--- config.mk ---
export PLATFORM = sky130hd
export DESIGN_NAME = adc_pin_ctrl
export DESIGN_NICKNAME = d
export VERILOG_FILES = /design/src/adc_pin_pkg.sv /design/src/adc_clock_divider.sv /design/src/adc_pin_ctrl.sv
export SDC_FILE = /design/constraint.sdc
export NUM_CORES = 1
export LEC_CHECK = 0
export ABC_CLOCK_PERIOD_IN_PS = 18000
export BUFFER_PORTS_ARGS = -buffer_cell sky130_fd_sc_hd__buf_2
export CAP_MARGIN = 0
export CORE_MARGIN = 2
export CORE_UTILIZATION = 25
export DETAILED_ROUTE_END_ITERATION = 8
export HOLD_SLACK_MARGIN = 0.03
export MAX_ROUTING_LAYER = met4
export SLEW_MARGIN = 5
export SYNTH_ARGS = -nofsm -noshare
export SYNTH_HDL_FRONTEND = slang
export SYNTH_HIERARCHICAL = 1
export SYNTH_SLANG_ARGS = --single-unit
--- constraint.sdc ---
create_clock -name CLK -period 18 [get_ports CLK]
set_input_delay 2.7 -clock CLK [delete_from_list [all_inputs] [get_ports CLK]]
set_output_delay 2.7 -clock CLK [all_outputs]
set_load 0.005 [all_outputs]
--- src/adc_pin_pkg.sv ---
package adc_pin_pkg;
    // register byte offsets on the bus
    localparam logic [7:0] OFS_CTRL1 = 8'h00;
    localparam logic [7:0] OFS_CTRL2 = 8'h04;
    localparam logic [7:0] OFS_RES_HI = 8'h08;
    localparam logic [7:0] OFS_RES_LO = 8'h0c;
    localparam logic [7:0] OFS_CMP_HI = 8'h10;
    localparam logic [7:0] OFS_CMP_LO = 8'h14;
    localparam logic [7:0] OFS_CONFIG = 8'h18;
    localparam logic [7:0] OFS_PIN0 = 8'h1c;
    localparam logic [7:0] OFS_PIN1 = 8'h20;
    localparam logic [7:0] OFS_PIN2 = 8'h24;
    // field positions
    localparam int CTRL1_DONE_BIT = 7;
    localparam int CTRL1_IEN_BIT = 6;
    localparam int CTRL1_CONT_BIT = 5;
    localparam int CTRL1_CH_LSB = 0;
    localparam int CTRL2_ACT_BIT = 7;
    localparam int CTRL2_CFE_BIT = 5;
    localparam int CTRL2_CGT_BIT = 4;
    localparam int CFG_DIV_LSB = 5;
    localparam int CFG_MODE_LSB = 2;
    localparam int CFG_SRC_LSB = 0;
    // reset values
    localparam logic [7:0] CTRL1_RESET = 8'h1f;
    localparam logic [7:0] CTRL2_RESET = 8'h00;
    localparam logic [7:0] CONFIG_RESET = 8'h00;
    localparam logic [7:0] PIN_RESET = 8'h00;
    localparam logic [7:0] RESULT_RESET = 8'h00;
    localparam logic [7:0] CMP_RESET = 8'h00;
    // codes
    localparam logic [1:0] SRC_BUS = 2'h0;
    localparam logic [1:0] SRC_BUS_HALF = 2'h1;
    localparam logic [1:0] SRC_ALT = 2'h2;
    localparam logic [1:0] SRC_ASYNC = 2'h3;
    localparam logic [1:0] MODE_10 = 2'h2;
    localparam logic [4:0] CH_OFF = 5'h1f;
    // timing: sample phase length in converter clock ticks
    localparam logic [3:0] SAMPLE_TICKS = 4'h4;
endpackage : adc_pin_pkg

--- src/adc_clock_divider.sv ---
`timescale 1ns/1ps
module adc_clock_divider (
    // clock and reset
    input wire logic clk,
    input wire logic rst_n,
    // source tick and ratio
    input wire logic src_tick,
    input wire logic [1:0] div_sel,
    // divided converter clock tick
    output logic conv_tick
);
    logic [2:0] cnt_q;
    logic [2:0] limit;

    // ratio 1, 2, 4 or 8 source ticks per converter tick
    always_comb begin
        case (div_sel)
            2'h0: limit = 3'h0;
            2'h1: limit = 3'h1;
            2'h2: limit = 3'h3;
            default: limit = 3'h7;
        endcase
    end

    // counter and registered tick
    always_ff @(posedge clk or negedge rst_n) begin
        if (!rst_n) begin
            cnt_q <= 3'h0;
            conv_tick <= 1'b0;
        end else begin
            conv_tick <= 1'b0;
            if (src_tick) begin
                if (cnt_q >= limit) begin
                    cnt_q <= 3'h0;
                    conv_tick <= 1'b1;
                end else begin
                    cnt_q <= cnt_q + 3'h1;
                end
            end
        end
    end
endmodule : adc_clock_divider

--- src/adc_pin_ctrl.sv ---
// Implementation choices: the Wishbone interface to the registers and the register addresses.
`timescale 1ns/1ps
module adc_pin_ctrl #(
    parameter logic [23:0] CHANNEL_PRESENT = 24'hffffff,
    parameter logic [3:0] SAMPLE_LEN = adc_pin_pkg::SAMPLE_TICKS
) (
    // clock and reset
    input wire logic CLK,
    input wire logic RST_B,
    // wishbone slave
    input wire logic CYC_I,
    input wire logic STB_I,
    input wire logic WE_I,
    input wire logic [7:0] ADR_I,
    input wire logic [3:0] SEL_I,
    input wire logic [31:0] DAT_I,
    output logic [31:0] DAT_O,
    output logic ACK_O,
    // clock sources and power mode
    input wire logic ALT_CLK_IN,
    input wire logic ASYNC_CLK_IN,
    input wire logic STOP_MODE,
    output logic ASYNC_OSC_EN,
    // analog front end
    input wire logic COMP_IN,
    output logic [4:0] CHANNEL,
    output logic [10:0] DAC_CODE,
    output logic SAMPLE_EN,
    output logic ANALOG_POWER_EN,
    output logic CONV_TICK,
    output logic IRQ,
    // port logic side
    input wire logic [23:0] PORT_OUT,
    input wire logic [23:0] PORT_OE,
    input wire logic [23:0] PORT_PULLUP,
    output logic [23:0] PORT_IN,
    // pad side
    input wire logic [23:0] PAD_IN,
    output logic [23:0] PAD_OUT,
    output logic [23:0] PAD_OE,
    output logic [23:0] PAD_PULLUP,
    output logic [23:0] PAD_IBUF_EN
);
    typedef enum logic [3:0] {
        ST_IDLE = 4'b0001,
        ST_SAMPLE = 4'b0010,
        ST_CONVERT = 4'b0100,
        ST_FINISH = 4'b1000
    } state_type;

    logic [1:0] rst_sync_q;
    logic rst_n;
    logic ack_q;
    logic acc, wr, rd_res_lo;
    logic wr_ctrl1, wr_ctrl2, wr_cfg, wr_cmp;
    logic [7:0] ctrl1_q, ctrl2_q, cfg_q, cmp_hi_q, cmp_lo_q;
    logic [7:0] res_hi_q, res_lo_q, rd_data;
    logic [7:0] pin0_q, pin1_q, pin2_q;
    logic done_q;
    logic [1:0] src_sel, div_sel;
    logic mode10, ch_off, cont_en;
    logic [2:0] alt_q, async_q;
    logic [1:0] comp_q;
    logic half_q, src_tick, conv_tick;
    state_type state_q;
    logic [10:0] sar_q, sar_d;
    logic [3:0] bit_q, msb;
    logic [3:0] smp_q;
    logic start, abort, step, pend_q;
    logic [1:0] settle_q;
    logic [11:0] sum10;
    logic [9:0] sum8;
    logic [9:0] r10, cmp_val, res_val;
    logic [7:0] r8;
    logic cond, store_fire;
    logic [23:0] dis_eff;
    logic [23:0] pad_s1_q, pad_s2_q;

    // reset release through two flops
    always_ff @(posedge CLK or negedge RST_B) begin
        if (!RST_B) begin
            rst_sync_q <= 2'h0;
        end else begin
            rst_sync_q <= {rst_sync_q[0], 1'b1};
        end
    end
    assign rst_n = rst_sync_q[1];

    // bus decode; reads are taken before ack, writes land at the ack edge
    // so a write takes effect exactly where the master sees ack
    assign acc = CYC_I & STB_I & ~ack_q;
    assign wr = CYC_I & STB_I & ack_q & WE_I & SEL_I[0];
    assign wr_ctrl1 = wr && ADR_I == adc_pin_pkg::OFS_CTRL1;
    assign wr_ctrl2 = wr && ADR_I == adc_pin_pkg::OFS_CTRL2;
    assign wr_cfg = wr && ADR_I == adc_pin_pkg::OFS_CONFIG;
    assign wr_cmp = wr && (ADR_I == adc_pin_pkg::OFS_CMP_HI
        || ADR_I == adc_pin_pkg::OFS_CMP_LO);
    assign rd_res_lo = acc && !WE_I && ADR_I == adc_pin_pkg::OFS_RES_LO;

    // ack answers one edge after the request, unmapped reads give zero
    always_ff @(posedge CLK or negedge rst_n) begin
        if (!rst_n) begin
            ack_q <= 1'b0;
            DAT_O <= 32'h0;
        end else begin
            ack_q <= acc;
            if (acc && !WE_I) begin
                DAT_O <= {24'h0, rd_data};
            end
        end
    end
    assign ACK_O = ack_q;

    // read mux
    always_comb begin
        case (ADR_I)
            adc_pin_pkg::OFS_CTRL1: rd_data = {done_q, ctrl1_q[6:0]};
            adc_pin_pkg::OFS_CTRL2: rd_data = {state_q != ST_IDLE,
                ctrl2_q[6:0]};
            adc_pin_pkg::OFS_RES_HI: rd_data = res_hi_q;
            adc_pin_pkg::OFS_RES_LO: rd_data = res_lo_q;
            adc_pin_pkg::OFS_CMP_HI: rd_data = cmp_hi_q;
            adc_pin_pkg::OFS_CMP_LO: rd_data = cmp_lo_q;
            adc_pin_pkg::OFS_CONFIG: rd_data = cfg_q;
            adc_pin_pkg::OFS_PIN0: rd_data = pin0_q;
            adc_pin_pkg::OFS_PIN1: rd_data = pin1_q;
            adc_pin_pkg::OFS_PIN2: rd_data = pin2_q;
            default: rd_data = 8'h0;
        endcase
    end

    // control and configuration registers
    always_ff @(posedge CLK or negedge rst_n) begin
        if (!rst_n) begin
            ctrl1_q <= adc_pin_pkg::CTRL1_RESET;
            ctrl2_q <= adc_pin_pkg::CTRL2_RESET;
            cfg_q <= adc_pin_pkg::CONFIG_RESET;
            cmp_hi_q <= adc_pin_pkg::CMP_RESET;
            cmp_lo_q <= adc_pin_pkg::CMP_RESET;
        end else begin
            if (wr_ctrl1) begin
                ctrl1_q <= {1'b0, DAT_I[6:0]};
            end
            if (wr_ctrl2) begin
                ctrl2_q <= {2'h0, DAT_I[5:4], 4'h0};
            end
            if (wr_cfg) begin
                cfg_q <= DAT_I[7:0];
            end
            if (wr && ADR_I == adc_pin_pkg::OFS_CMP_HI) begin
                cmp_hi_q <= {6'h0, DAT_I[1:0]};
            end
            if (wr && ADR_I == adc_pin_pkg::OFS_CMP_LO) begin
                cmp_lo_q <= DAT_I[7:0];
            end
        end
    end

    // pin-disable registers, all bits stored even for absent pins
    always_ff @(posedge CLK or negedge rst_n) begin
        if (!rst_n) begin
            pin0_q <= adc_pin_pkg::PIN_RESET;
            pin1_q <= adc_pin_pkg::PIN_RESET;
            pin2_q <= adc_pin_pkg::PIN_RESET;
        end else begin
            if (wr && ADR_I == adc_pin_pkg::OFS_PIN0) begin
                pin0_q <= DAT_I[7:0];
            end
            if (wr && ADR_I == adc_pin_pkg::OFS_PIN1) begin
                pin1_q <= DAT_I[7:0];
            end
            if (wr && ADR_I == adc_pin_pkg::OFS_PIN2) begin
                pin2_q <= DAT_I[7:0];
            end
        end
    end

    // field views
    assign src_sel = cfg_q[adc_pin_pkg::CFG_SRC_LSB +: 2];
    assign div_sel = cfg_q[adc_pin_pkg::CFG_DIV_LSB +: 2];
    // reserved resolution codes behave as 8-bit
    assign mode10 = cfg_q[adc_pin_pkg::CFG_MODE_LSB +: 2]
        == adc_pin_pkg::MODE_10;
    assign ch_off = ctrl1_q[4:0] == adc_pin_pkg::CH_OFF;
    assign cont_en = ctrl1_q[adc_pin_pkg::CTRL1_CONT_BIT];

    // pin clocks and comparator pass two flops before use
    always_ff @(posedge CLK or negedge rst_n) begin
        if (!rst_n) begin
            alt_q <= 3'h0;
            async_q <= 3'h0;
            comp_q <= 2'h0;
            half_q <= 1'b0;
        end else begin
            alt_q <= {alt_q[1:0], ALT_CLK_IN};
            async_q <= {async_q[1:0], ASYNC_CLK_IN};
            comp_q <= {comp_q[0], COMP_IN};
            half_q <= ~half_q;
        end
    end

    // source tick select; edge detect looks at stages two and three
    always_comb begin
        case (src_sel)
            adc_pin_pkg::SRC_BUS: src_tick = 1'b1;
            adc_pin_pkg::SRC_BUS_HALF: src_tick = half_q;
            adc_pin_pkg::SRC_ALT: src_tick = alt_q[1] & ~alt_q[2];
            default: src_tick = async_q[1] & ~async_q[2];
        endcase
    end

    // range of the resulting rate is left to software
    adc_clock_divider u_div (
        .clk(CLK),
        .rst_n(rst_n),
        .src_tick(src_tick),
        .div_sel(div_sel),
        .conv_tick(conv_tick)
    );
    assign CONV_TICK = conv_tick;

    // oscillator runs whenever busy on it, stop mode does not gate it
    assign ASYNC_OSC_EN = src_sel == adc_pin_pkg::SRC_ASYNC
        && state_q != ST_IDLE;

    // start on control write with a live channel; config writes abort
    assign start = wr_ctrl1 && DAT_I[4:0] != adc_pin_pkg::CH_OFF;
    assign abort = wr_ctrl2 || wr_cfg || wr_cmp
        || (wr_ctrl1 && DAT_I[4:0] == adc_pin_pkg::CH_OFF)
        || ch_off
        || (STOP_MODE && src_sel != adc_pin_pkg::SRC_ASYNC);
    assign msb = mode10 ? 4'ha : 4'h8;

    // one successive approximation step
    always_comb begin
        sar_d = sar_q;
        sar_d[bit_q] = comp_q[1];
        if (bit_q != 4'h0) begin
            sar_d[4'(bit_q - 4'h1)] = 1'b1;
        end
    end

    // comparator answer is two flops late; a trial code is judged only
    // once its own answer has arrived, ticks seen meanwhile are kept
    always_ff @(posedge CLK or negedge rst_n) begin
        if (!rst_n) begin
            settle_q <= 2'h0;
            pend_q <= 1'b0;
        end else if (state_q != ST_CONVERT || step) begin
            settle_q <= 2'h0;
            pend_q <= 1'b0;
        end else begin
            settle_q <= (settle_q == 2'h2) ? settle_q : settle_q + 2'h1;
            pend_q <= pend_q | conv_tick;
        end
    end
    assign step = state_q == ST_CONVERT && settle_q == 2'h2
        && (conv_tick || pend_q);

    // sequencer; a fresh start overrides everything, abort included
    always_ff @(posedge CLK or negedge rst_n) begin
        if (!rst_n) begin
            state_q <= ST_IDLE;
            sar_q <= 11'h0;
            bit_q <= 4'h0;
            smp_q <= 4'h0;
        end else if (start) begin
            state_q <= ST_SAMPLE;
            smp_q <= 4'h0;
        end else if (abort) begin
            state_q <= ST_IDLE;
        end else begin
            case (state_q)
                ST_SAMPLE: begin
                    if (conv_tick) begin
                        if (smp_q >= SAMPLE_LEN - 4'h1) begin
                            state_q <= ST_CONVERT;
                            bit_q <= msb;
                            sar_q <= 11'(11'h001 << msb);
                        end else begin
                            smp_q <= smp_q + 4'h1;
                        end
                    end
                end
                ST_CONVERT: begin
                    if (step) begin
                        sar_q <= sar_d;
                        if (bit_q == 4'h0) begin
                            state_q <= ST_FINISH;
                        end else begin
                            bit_q <= bit_q - 4'h1;
                        end
                    end
                end
                ST_FINISH: begin
                    // idle unless continuous
                    state_q <= cont_en ? ST_SAMPLE : ST_IDLE;
                    smp_q <= 4'h0;
                end
                default: state_q <= ST_IDLE;
            endcase
        end
    end

    // analog side outputs; power off while idle
    assign ANALOG_POWER_EN = state_q != ST_IDLE;
    assign SAMPLE_EN = state_q == ST_SAMPLE;
    assign DAC_CODE = sar_q;
    assign CHANNEL = ctrl1_q[4:0];

    // round half up, saturating at full scale
    assign sum10 = {1'b0, sar_q} + 12'h001;
    assign sum8 = {1'b0, sar_q[8:0]} + 10'h001;
    assign r10 = sum10[11] ? 10'h3ff : sum10[10:1];
    assign r8 = sum8[9] ? 8'hff : sum8[8:1];

    // compare against limit in either resolution
    assign res_val = mode10 ? r10 : {2'h0, r8};
    assign cmp_val = mode10 ? {cmp_hi_q[1:0], cmp_lo_q} : {2'h0, cmp_lo_q};
    assign cond = ctrl2_q[adc_pin_pkg::CTRL2_CGT_BIT] ? res_val >= cmp_val
        : res_val < cmp_val;
    assign store_fire = state_q == ST_FINISH && !start && !abort
        && (!ctrl2_q[adc_pin_pkg::CTRL2_CFE_BIT] || cond);

    // result registers keep last value on abort
    always_ff @(posedge CLK or negedge rst_n) begin
        if (!rst_n) begin
            res_hi_q <= adc_pin_pkg::RESULT_RESET;
            res_lo_q <= adc_pin_pkg::RESULT_RESET;
        end else if (store_fire) begin
            if (mode10) begin
                res_hi_q <= {6'h0, r10[9:8]};
                res_lo_q <= r10[7:0];
            end else begin
                res_hi_q <= 8'h0;
                res_lo_q <= r8;
            end
        end
    end

    // done flag; a store in the clearing cycle wins
    always_ff @(posedge CLK or negedge rst_n) begin
        if (!rst_n) begin
            done_q <= 1'b0;
        end else if (store_fire) begin
            done_q <= 1'b1;
        end else if (wr_ctrl1 || rd_res_lo) begin
            done_q <= 1'b0;
        end
    end
    assign IRQ = done_q & ctrl1_q[adc_pin_pkg::CTRL1_IEN_BIT];

    // only pins that exist may be cut off from the port
    assign dis_eff = {pin2_q, pin1_q, pin0_q} & CHANNEL_PRESENT;

    // pad input crosses in before gating
    always_ff @(posedge CLK or negedge rst_n) begin
        if (!rst_n) begin
            pad_s1_q <= 24'h0;
            pad_s2_q <= 24'h0;
        end else begin
            pad_s1_q <= PAD_IN;
            pad_s2_q <= pad_s1_q;
        end
    end

    // pad controls registered; disabled bit overrides port enable, pull-up and input, while the output value passes through
    always_ff @(posedge CLK or negedge rst_n) begin
        if (!rst_n) begin
            PAD_OUT <= 24'h0;
            PAD_OE <= 24'h0;
            PAD_PULLUP <= 24'h0;
            PAD_IBUF_EN <= 24'h0;
            PORT_IN <= 24'h0;
        end else begin
            PAD_OUT <= PORT_OUT;
            PAD_OE <= PORT_OE & ~dis_eff;
            PAD_PULLUP <= PORT_PULLUP & ~dis_eff;
            PAD_IBUF_EN <= ~dis_eff;
            PORT_IN <= pad_s2_q & ~dis_eff;
        end
    end

    a_src_reset_bus: assert property (
        @(posedge CLK) $rose(rst_n) |-> src_sel == 2'h0 && div_sel == 2'h0)
        else $error("source select not bus clock after reset");
    a_pins_reset_zero: assert property (
        @(posedge CLK) $rose(rst_n) |-> dis_eff == 24'h0)
        else $error("pin-disable bits not zero after reset");
    a_div_by_one: assert property (
        @(posedge CLK) disable iff (!rst_n)
        (src_sel == 2'h0 && div_sel == 2'h0) [*3] |-> conv_tick)
        else $error("divide by one missed a tick");
    a_pad_oe_off: assert property (
        @(posedge CLK) disable iff (!rst_n)
        1 |=> (PAD_OE & $past(dis_eff)) == 24'h0)
        else $error("disabled pin still driven");
    a_port_in_zero: assert property (
        @(posedge CLK) disable iff (!rst_n)
        1 |=> (PORT_IN & $past(dis_eff)) == 24'h0)
        else $error("disabled pin reads nonzero");
    a_pullup_off: assert property (
        @(posedge CLK) disable iff (!rst_n)
        rst_n |=> PAD_PULLUP == ($past(PORT_PULLUP) & ~$past(dis_eff)))
        else $error("pull-up wrong on disabled pin");
    a_off_goes_idle: assert property (
        @(posedge CLK) disable iff (!rst_n)
        ch_off && !start |=> state_q == ST_IDLE && !ANALOG_POWER_EN)
        else $error("converter not off with channel all ones");
    a_done_irq: assert property (
        @(posedge CLK) disable iff (!rst_n)
        store_fire |=> done_q && IRQ == ctrl1_q[6])
        else $error("done flag or interrupt wrong after store");
    a_round_eight: assert property (
        @(posedge CLK) disable iff (!rst_n)
        store_fire && !mode10 |=> res_hi_q == 8'h0 && res_lo_q == $past(r8))
        else $error("8-bit result not stored in low register");
    a_async_runs: assert property (
        @(posedge CLK) disable iff (!rst_n)
        src_sel == adc_pin_pkg::SRC_ASYNC && STOP_MODE
        && state_q == ST_SAMPLE && !(CYC_I && STB_I)
        |=> state_q != ST_IDLE && ASYNC_OSC_EN)
        else $error("async oscillator stopped while busy");
endmodule : adc_pin_ctrl

# Yosys cells after proc, flatten, opt, wreduce, memory -nomap -nowiden
# Index checks and enable logic that the tools add are counted.
# totals
register_bits	286
elab_cells	200
inputBits	149
out_inout_bits	174
# classes
n_eq_ne	37
n_mux	47
n_addsub	6
order_cmp	8
n_reduce_logical	48
n_shift	1
n_bitwise	20
# ops
operator	count
one-hot mux 8 bit (10 select lines)	1
bitwise AND 24 bit	3
2-to-1 mux 4 bit	14
2-to-1 mux 11 bit	4
== test 8 x 5 -> 1 bit (second input constant)	4
2-to-1 mux 10 bit	3
NOT 24 bit	1
logical AND 1 bit	22
one-hot mux 11 bit (2 select lines)	1
== test 8 x 4 -> 1 bit (second input constant)	2
== test 8 x 6 -> 1 bit (second input constant)	2
2-to-1 mux 8 bit	2
one-hot mux 4 bit (2 select lines)	2
adder 11 x 1 -> 12 bit (second input constant)	1
inequality test 4 x 1 -> 1 bit (second input constant)	3
one-hot mux 4 bit (3 select lines)	1
bitwise mux 11 bit	1
OR 11 bit	1
<< shifter 1 x 4 -> 11 bit (first input constant)	1
adder 9 x 1 -> 10 bit (second input constant)	1
== test 2 bit (second input constant)	5
== test 5 bit (second input constant)	2
>= comparator 10 bit	1
logical OR 1 bit	10
other kinds (40)	79

# Logic depth before layout (Yosys ltp)
# Gate-level depths: netlist (run 1).
# logic_depth
ltp_word	14
mapped_depth	14
ltp_nobuf	13

# Cells and area by module
# The synthesis (run 1) kept the hierarchy.
# by_module_without_submodules
module	area_per_inst_um2	n_inst	seq_area_each_um2	cells_per_inst
adc_pin_ctrl	10742.8	1	6914.1	839
adc_clock_divider	247.7	1	100.1	26

# Least setup slack after synthesis (run 1)
# No wires, ideal clock.
# synth_timing
path_kind	in2reg
from	input ADR_I[2]
to	register res_hi_q[0]
setup_time_ns	0.125
cell_stages	9
required_ns	17.875
path_slack_ns	13.485
n_path_buf	3
t_arrival_ns	4.389
path_cell_list	buf_4 > nor4_1 > and4_1 > buf_4 > a311oi_4 > nand2_2 > nand4bb_4 > buf_6 > mux2_4
# synth_between
elab_chain_cells	10
word_cells_on_any_way	22
classes_between	eq/ne (4); reduce/logical (18)
# synth_rtl
item	line	source
start: declaration	adc_pin_ctrl.sv:14	input wire logic [7:0] ADR_I,
== test 8 x 3 -> 1 bit (tied with other cells)	adc_pin_ctrl.sv:94	assign wr_ctrl2 = wr && ADR_I == adc_pin_pkg::OFS_CTRL2;
logical AND 1 bit (tied with other cells)	adc_pin_ctrl.sv:94	
logical OR 1 bit / logical AND 1 bit (equally long branches)	adc_pin_ctrl.sv:228, adc_pin_ctrl.sv:96	
logical OR 1 bit	adc_pin_ctrl.sv:228	assign abort = wr_ctrl2 || wr_cfg || wr_cmp
logical OR 1 bit	adc_pin_ctrl.sv:229	|| (wr_ctrl1 && DAT_I[4:0] == adc_pin_pkg::CH_OFF)
logical OR 1 bit	adc_pin_ctrl.sv:230	|| ch_off
logical OR 1 bit	adc_pin_ctrl.sv:231	|| (STOP_MODE && src_sel != adc_pin_pkg::SRC_ASYNC);
zero test 1 bit	adc_pin_ctrl.sv:322	assign store_fire = state_q == ST_FINISH && !start && !abort
logical AND 1 bit *	adc_pin_ctrl.sv:322	
logical AND 1 bit *	adc_pin_ctrl.sv:323	&& (!ctrl2_q[adc_pin_pkg::CTRL2_CFE_BIT] || cond);
end signal: assignment	adc_pin_ctrl.sv:328	res_hi_q <= adc_pin_pkg::RESULT_RESET;
end signal: assignment	adc_pin_ctrl.sv:332	res_hi_q <= {6'h0, r10[9:8]};
end: declaration	adc_pin_ctrl.sv:57	logic [7:0] res_hi_q, res_lo_q, rd_data;
# Mark *: on every way between the ends. The rest lies on a longest branch, timed or not.
# A chain may end at the register's enable or synchronous reset.

# Worst setup path in the final report (run 1)
# layout_timing
from	input ADR_I[2]
to	register res_hi_q[1]
# The elaborated chain is that of the path after synthesis.

==> metrics, run 1 <==
post-synthesis adder-cell area fraction 2.73%; Die Wd ~210 um; synthesized area per cell 12.7 sq um; cell with the most instances after synthesis dfrtp_1; Clock Tree Buf Depth 3; largest net degree at the start of global routing 163; Fin Hold WS 0.345 ns; Rel. slew slack between 20% and 30%; remaining antenna violation count 0; HPWL Detailed about 21 mm; Synth Area in XOR/XNOR less than 1%; Die Y 214 um; Mapped Area roughly 11000 sq um; first-pass GRT wire length 44.7 mm; Final GP Congestion 0.875; top_reg_cell synth dfrtp_1; DR iter-0 viols 547; top cells by count, synth dfrtp_1, nor2b_1, nand2_1; Hold Path Class register to register; clk sink count 280; Worst Max-Slew Pin Slew between 1 and 1.5 ns; routed via count 7533; vias in the first global route about 7500; grt ovf 0; outcome finished, final reports clean; CTS Hold Bufs 0; fillers about 4400; final hold vios 0; post-synthesis mux area share roughly 7.7%; Post-synth ARST share 100%; drt total wl 29.2 mm; Area Overhead vs Synth 27.8%; Crit. End Element register; Via density between 4 and 5; port bufs 271; final net count approximately 1300; simple-gate portion of the synthesized area 12.4%; Max Clock Skew around 0.025 ns; CTS Buf Count 34; CP Cell Sequence buf_2, buf_4, nor4_1, and4_1, a311oi_4, nand2_2, nand4bb_4, mux2_2; maximum VDD drop 57.1 uV; Unique masters post-synth between 60 and 70; CTS root buffer clkbuf_16; Final TNS setup 0 ns; worst-skew pair later-pin latency about 0.54 ns; min cycle time layout 5.03 ns; H-Tree Depth 2; CP arrival 5.44 ns; # DRC 0; Util after Layout 32.5%; largest family of logic cells by synthesized area simple AND/OR/NAND/NOR gates; Leak 6.56 nW; synth top area cells dfrtp_1, mux2_2, nor2b_1; Setup Buffers After CTS 0; Synth Area in Compound Gates 8.12%; power per standard cell area 100 nW/um^2; maxcap violations 0; boundary pin count 323; critical path type input pin to register; #FFs+latches synth 280; crit path launch type input pin; layout cells sized above 1 35.6%; initial antenna violation count 3; Final Setup Violations 0; drt first pass iters 4; sequential fraction of the synthesis area 63.8%; CP max stage cell nor4_1; Initial Utilization 25.4%; gr usage total 13.3%; WP data required 18.41 ns; cell taking the most area after synthesis dfrtp_1; Post-Syn Instances 865; critical path peak fanout 36; Avg WL per Cell 16.6 um; CTS tree built; max-slew violation count 0; die area around 46000 sq um; yosys warns 6; CP max stage delay around 0.74 ns; Post-synth EDFFs 0; RSZ-0062 raised after global routing false; core footprint about 43000 sq um; post-CTS sizing 0; crit share post-route ~28%; post-synth top area share 62.4%; CTS clk-pin slew, worst paths 0.05 ns; row count 76; FMAX 199 MHz
cells by family (layout without fill, tap and decap cells):
group                      count (synthesis)  in the layout
other                                      2             27
xor gates and xnor gates                   6              6
adders and majority gates                 24             24
AOI/OAI and AO/OA                        131            131
and+or+nand+nor                          246            246
DFF                                      280            280
buffers and inverters                    103            389
muxes                                     73             73
critical path, delay by kind of cell:
family | cells | cell delay (ns)
compound gates | 1 | 0.09
buf+inv | 2 | 0.34
simple gates | 4 | 1.91
mux | 1 | 0.36
final timing paths:
| path | depth (start not counted) | startpoint | to | slack, ns |
|---|---|---|---|---|
| max | 8 | ADR_I[2] | res_hi_q[1] | 12.97 |
| min | 0 | comp_q[0] | comp_q[1] | 0.35 |
| max reg2reg | 11 | DAC_CODE[1] | res_lo_q[3] | 14.68 |
| min reg2reg | 0 | comp_q[0] | comp_q[1] | 0.35 |
| max in group asynchronous | 1 | RST_B | rst_sync_q[1] | 15.95 |
| min in group asynchronous | 0 | rst_sync_q[1] | PAD_OUT[6] | 0.44 |
per-stage QoR:
step	total power, mW	cell area (sq um)	worst slack, ns	std cells
floorplan	0.698	11100	9.63	888
global placement	0.730	12900	12.53	1699
detailed placement	0.733	12900	12.52	1699
CTS	1.44	14000	13.08	1759
global route	1.47	14000	12.85	1761
finish	1.41	14000	12.97	1761
layout make-up:
type                    instances  area [sq um]  share of cell area [%]
flip-flops and latches        280          7020                    50.0
multi-input cells             505          3550                    25.3
repair buffers                278          1420                    10.1
clock buffers                  48           953                    6.79
well taps                     585           732                    5.21
inverters                      51           191                    1.36
clock inverters                12           176                    1.26
diodes                          2          5.00                  0.0356
registers in the layout, indices dropped and copies added, names as in the netlist, 7 cells and up:
| signal | count |
|---|---|
| PAD_PULLUP | 24 |
| cmp_lo_q | 8 |
| pin2_q | 8 |
| cfg_q | 8 |
| ctrl1_q | 7 |
| pad_s2_q | 24 |
| PAD_OUT | 24 |
| pin0_q | 8 |
| PAD_IBUF_EN | 24 |
| DAT_O | 8 |
| PORT_IN | 24 |
| PAD_OE | 24 |
| pin1_q | 8 |
| res_lo_q | 8 |
| pad_s1_q | 24 |
| DAC_CODE | 11 |
layer usage:
layer	wire length, um	global-route usage (%)	share of wire [%]	vias to the layer above
met4	818	5.20	2.8	0
li1	-	-	-	3488
met1	11900	15.7	41	3736
met2	14300	21.7	49	253
met3	2170	3.34	7.4	56
met5	0	-	0	-
placed cells by master, fill, tap and decap left out, types with 5 or more instances in the layout:
master / count
a211oi_1: 5
a21oi_1: 19
a221oi_1: 13
a22oi_1: 10
a31oi_1: 8
and3_1: 8
buf_2: 271
buf_4: 6
clkbuf_1: 9
clkbuf_16: 34
clkbuf_8: 5
conb_1: 25
dfrtp_1: 273
dfstp_2: 6
ha_1: 24
inv_1: 51
mux2_2: 60
mux2_4: 8
mux2i_1: 5
nand2_1: 61
nand2b_1: 7
nand3_1: 18
nand4_1: 6
nor2_1: 30
nor2b_1: 80
o21ai_0: 35
o22ai_1: 5
o31ai_1: 9
power by group:
group / leakage [nW] / switching [mW] / internal (mW)
logic: 2.63 / 0.0345 / 0.0268
registers: 3.39 / 0.00921 / 0.649
clock network: 0.542 / 0.275 / 0.417
total: 6.56 / 0.318 / 1.09
Power figures use the tool's default switching activity.
==> run 2, diff against run 1 <==
--- a/config.mk
+++ b/config.mk
@@ -5,7 +5,7 @@
 export SDC_FILE = /design/constraint.sdc
 export NUM_CORES = 1
 export LEC_CHECK = 0
-export ABC_CLOCK_PERIOD_IN_PS = 18000
+export ABC_CLOCK_PERIOD_IN_PS = 5200
 export BUFFER_PORTS_ARGS = -buffer_cell sky130_fd_sc_hd__buf_2
 export CAP_MARGIN = 0
 export CORE_MARGIN = 2
==> constraint.sdc (replaced) <==
create_clock -name CLK -period 5.2 [get_ports CLK]
set_input_delay 0.78 -clock CLK [delete_from_list [all_inputs] [get_ports CLK]]
set_output_delay 0.78 -clock CLK [all_outputs]
set_load 0.005 [all_outputs]
==> metrics, run 2 (synthesized netlist as in run 1, its figures left out) <==
outcome finished, final reports clean (unchanged); CTS tree built (unchanged); row count 76 (unchanged); min cycle time layout 3.30 ns; gr usage total 13.1% (was 13.3%); die area 45700 sq um (unchanged); largest net degree at the start of global routing 136 (was 163); reg2reg path depth 11 (unchanged); crit path launch type register (was input pin); CP arrival 3.74 ns (was 5.44 ns); layout cells sized above 1 35.8% (was 35.6%); critical path peak fanout 11 (was 36); Area Overhead vs Synth 27.9% (was 27.8%); # DRC 0 (unchanged); Rel. slew slack 21.3% (was 20.8%); global routing usage on met1 15.7% (about the same); Reg-to-Reg End res_lo_q[5] (was res_lo_q[3]); commonest non-fill, non-tap cell in the layout dfrtp_1 (unchanged); most frequent cells in the layout dfrtp_1, buf_2, nor2b_1, nand2_1, mux2_2 (unchanged); port bufs 271 (unchanged); final hold vios 0 (unchanged); Crit. End Element register (unchanged); FMAX ~300 MHz; Total Power 4.86 mW (was 1.41 mW); Internal Power 3.80 mW (was 1.09 mW); routed via count 7480 (was 7533); vias in the first global route 7611 (was 7497); Avg WL per Cell 16.6 um (about the same); power per standard cell area 345 nW/um^2 (was 100 nW/um^2); drt first pass iters 5 (was 4); maxcap violations 0 (unchanged); core footprint 43300 sq um (unchanged); final worst slack 1.90 ns (was 12.97 ns); sw power 1.05 mW (was 318 uW); remaining antenna violation count 0 (unchanged); Hold Path Class input pin to register (was register to register); fillers 4356 (was 4379); H-Tree Depth 1 (was 2); Initial Utilization 25.4% (unchanged); RSZ-0062 raised after global routing false (unchanged); hold path start PAD_IN[20] (was comp_q[0]); clk sink count 280 (unchanged); Comb power frac 4.4% (was 4.3%); gr busiest metal met2 (unchanged); drt total wl 29.2 mm (about the same); boundary pin count 323 (unchanged); final net count 1323 (unchanged); Worst Max-Slew Pin Slew 1.17 ns (about the same); HPWL Detailed 21.4 mm (was 21.2 mm); hold path endpoint pad_s1_q[20] (was comp_q[1]); first-pass GRT wire length 44.7 mm (about the same); r2r startpoint DAC_CODE[2] (was DAC_CODE[1]); DR iter-0 viols 487 (was 547); Via density 4.24 (was 4.28); maximum VDD drop 210 uV (was 57.1 uV); Die Y 214 um (unchanged); Fin Hold WS 0.317 ns (was 0.345 ns); worst-skew pair later-pin latency 0.57 ns (was 0.54 ns); WP data required 5.65 ns (was 18.41 ns); GRT met3 Usage 3.02% (was 3.34%); grt ovf 0 (unchanged); Leak 6.56 nW (about the same); Final Setup Violations 0 (unchanged); CTS root buffer clkbuf_16 (unchanged); CTS clk-pin slew, worst paths 0.06 ns (was 0.05 ns); Die Wd 214 um (unchanged); crit share post-route 63.4%; Final GP Congestion 0.849 (was 0.875); Clock power frac 48.7% (was 49.0%); Clock Tree Buf Depth 3 (unchanged); M2 GR Usage 21.8% (was 21.7%); Seq pwr share 46.9% (was 46.6%); critical path type register to register (was input pin to register); CTS Buf Count 31 (was 34); Util after Layout 32.5% (about the same); hold depth 1 (was 0); initial antenna violation count 4 (was 3); Setup WS pre-CTS 1.75 ns (was 12.52 ns); max-slew violation count 0 (unchanged); Final TNS setup 0 ns (unchanged); Sw Share 21.6% (was 22.6%); slack of the worst reg-to-reg path 1.90 ns (was 14.68 ns); Max Clock Skew 0.0156 ns (was 0.0253 ns)
## run 2: cell count changes in the layout (fill, tap and decap cells not counted), sizes merged
cell | previous run | this run
clkbuf | 48 | 42
dlygate4sd3 | 0 | 1
bufinv | 3 | 6
buf | 278 | 280
clkinv | 3 | 5
clkinvlp | 3 | 4
inv | 54 | 51
diode | 2 | 4
## run 2: how the worst max path moves through the flow
stage	startpoint	endpoint	slack (ns)
after floorplan	rst_sync_q[1]	ACK_O	0.62
after CTS	DAC_CODE[2]	res_lo_q[7]	1.86
after global routing	DAC_CODE[2]	res_lo_q[4]	1.59
after global placement	ADR_I[3]	DAC_CODE[4]	1.76
final	DAC_CODE[2]	res_lo_q[5]	1.90
after detailed placement	ADR_I[3]	DAC_CODE[9]	1.75
## run 2: through the flow
stage | instance area (sq um) | std cells
finish | 14100 | 1763
global route | 14100 | 1762
CTS | 14000 | 1759
detailed placement | 12900 | 1701
global placement | 12900 | 1701
floorplan | 11100 | 888
## run 2: final cells by class
type                    count  area, sq um  share of cell area (%)
clock buffers              42          867                    6.17
repair buffers            281         1450                    10.3
flip-flops and latches    280         7020                    49.9
diodes                      4         10.0                  0.0712
well taps                 585          732                    5.21
multi-input cells         505         3550                    25.2
clock inverters            15          246                    1.75
inverters                  51          191                    1.36
## run 2: repair_timing
action,CTS,global route
buffers inserted,0,0
gates resized for setup,0,0
hold buffers,1,0
endpoints found under the hold margin,2,0
## run 2: routing by layer
layer / up-vias / routed length (um)
met3: 49 / 2110
met5: - / 0
met1: 3687 / 11800
met4: 0 / 792
met2: 247 / 14600
li1: 3497 / -
## run 2: worst max-delay path, cell delays in order, from the launching register on
cell and delay (ns):
dfrtp_1 0.49, nand4_1 0.16, nor2_1 0.28, nand4_1 0.27
o21ai_0 0.26, ha_1 0.31, nand4_1 0.11, a21oi_1 0.06
o31ai_1 0.29, a21oi_1 0.13, nand4bb_4 0.42, mux2_4 0.40
## run 2: power by group through the flow
stage	logic [mW]	registers (mW)	clock network, mW
2_1_floorplan	0.0734	2.34	0
3_3_place_gp	0.214	2.32	0
3_5_place_dp	0.220	2.32	0
4_1_cts	0.222	2.28	2.44
5_1_grt	0.245	2.29	2.53
6_report	0.215	2.28	2.36
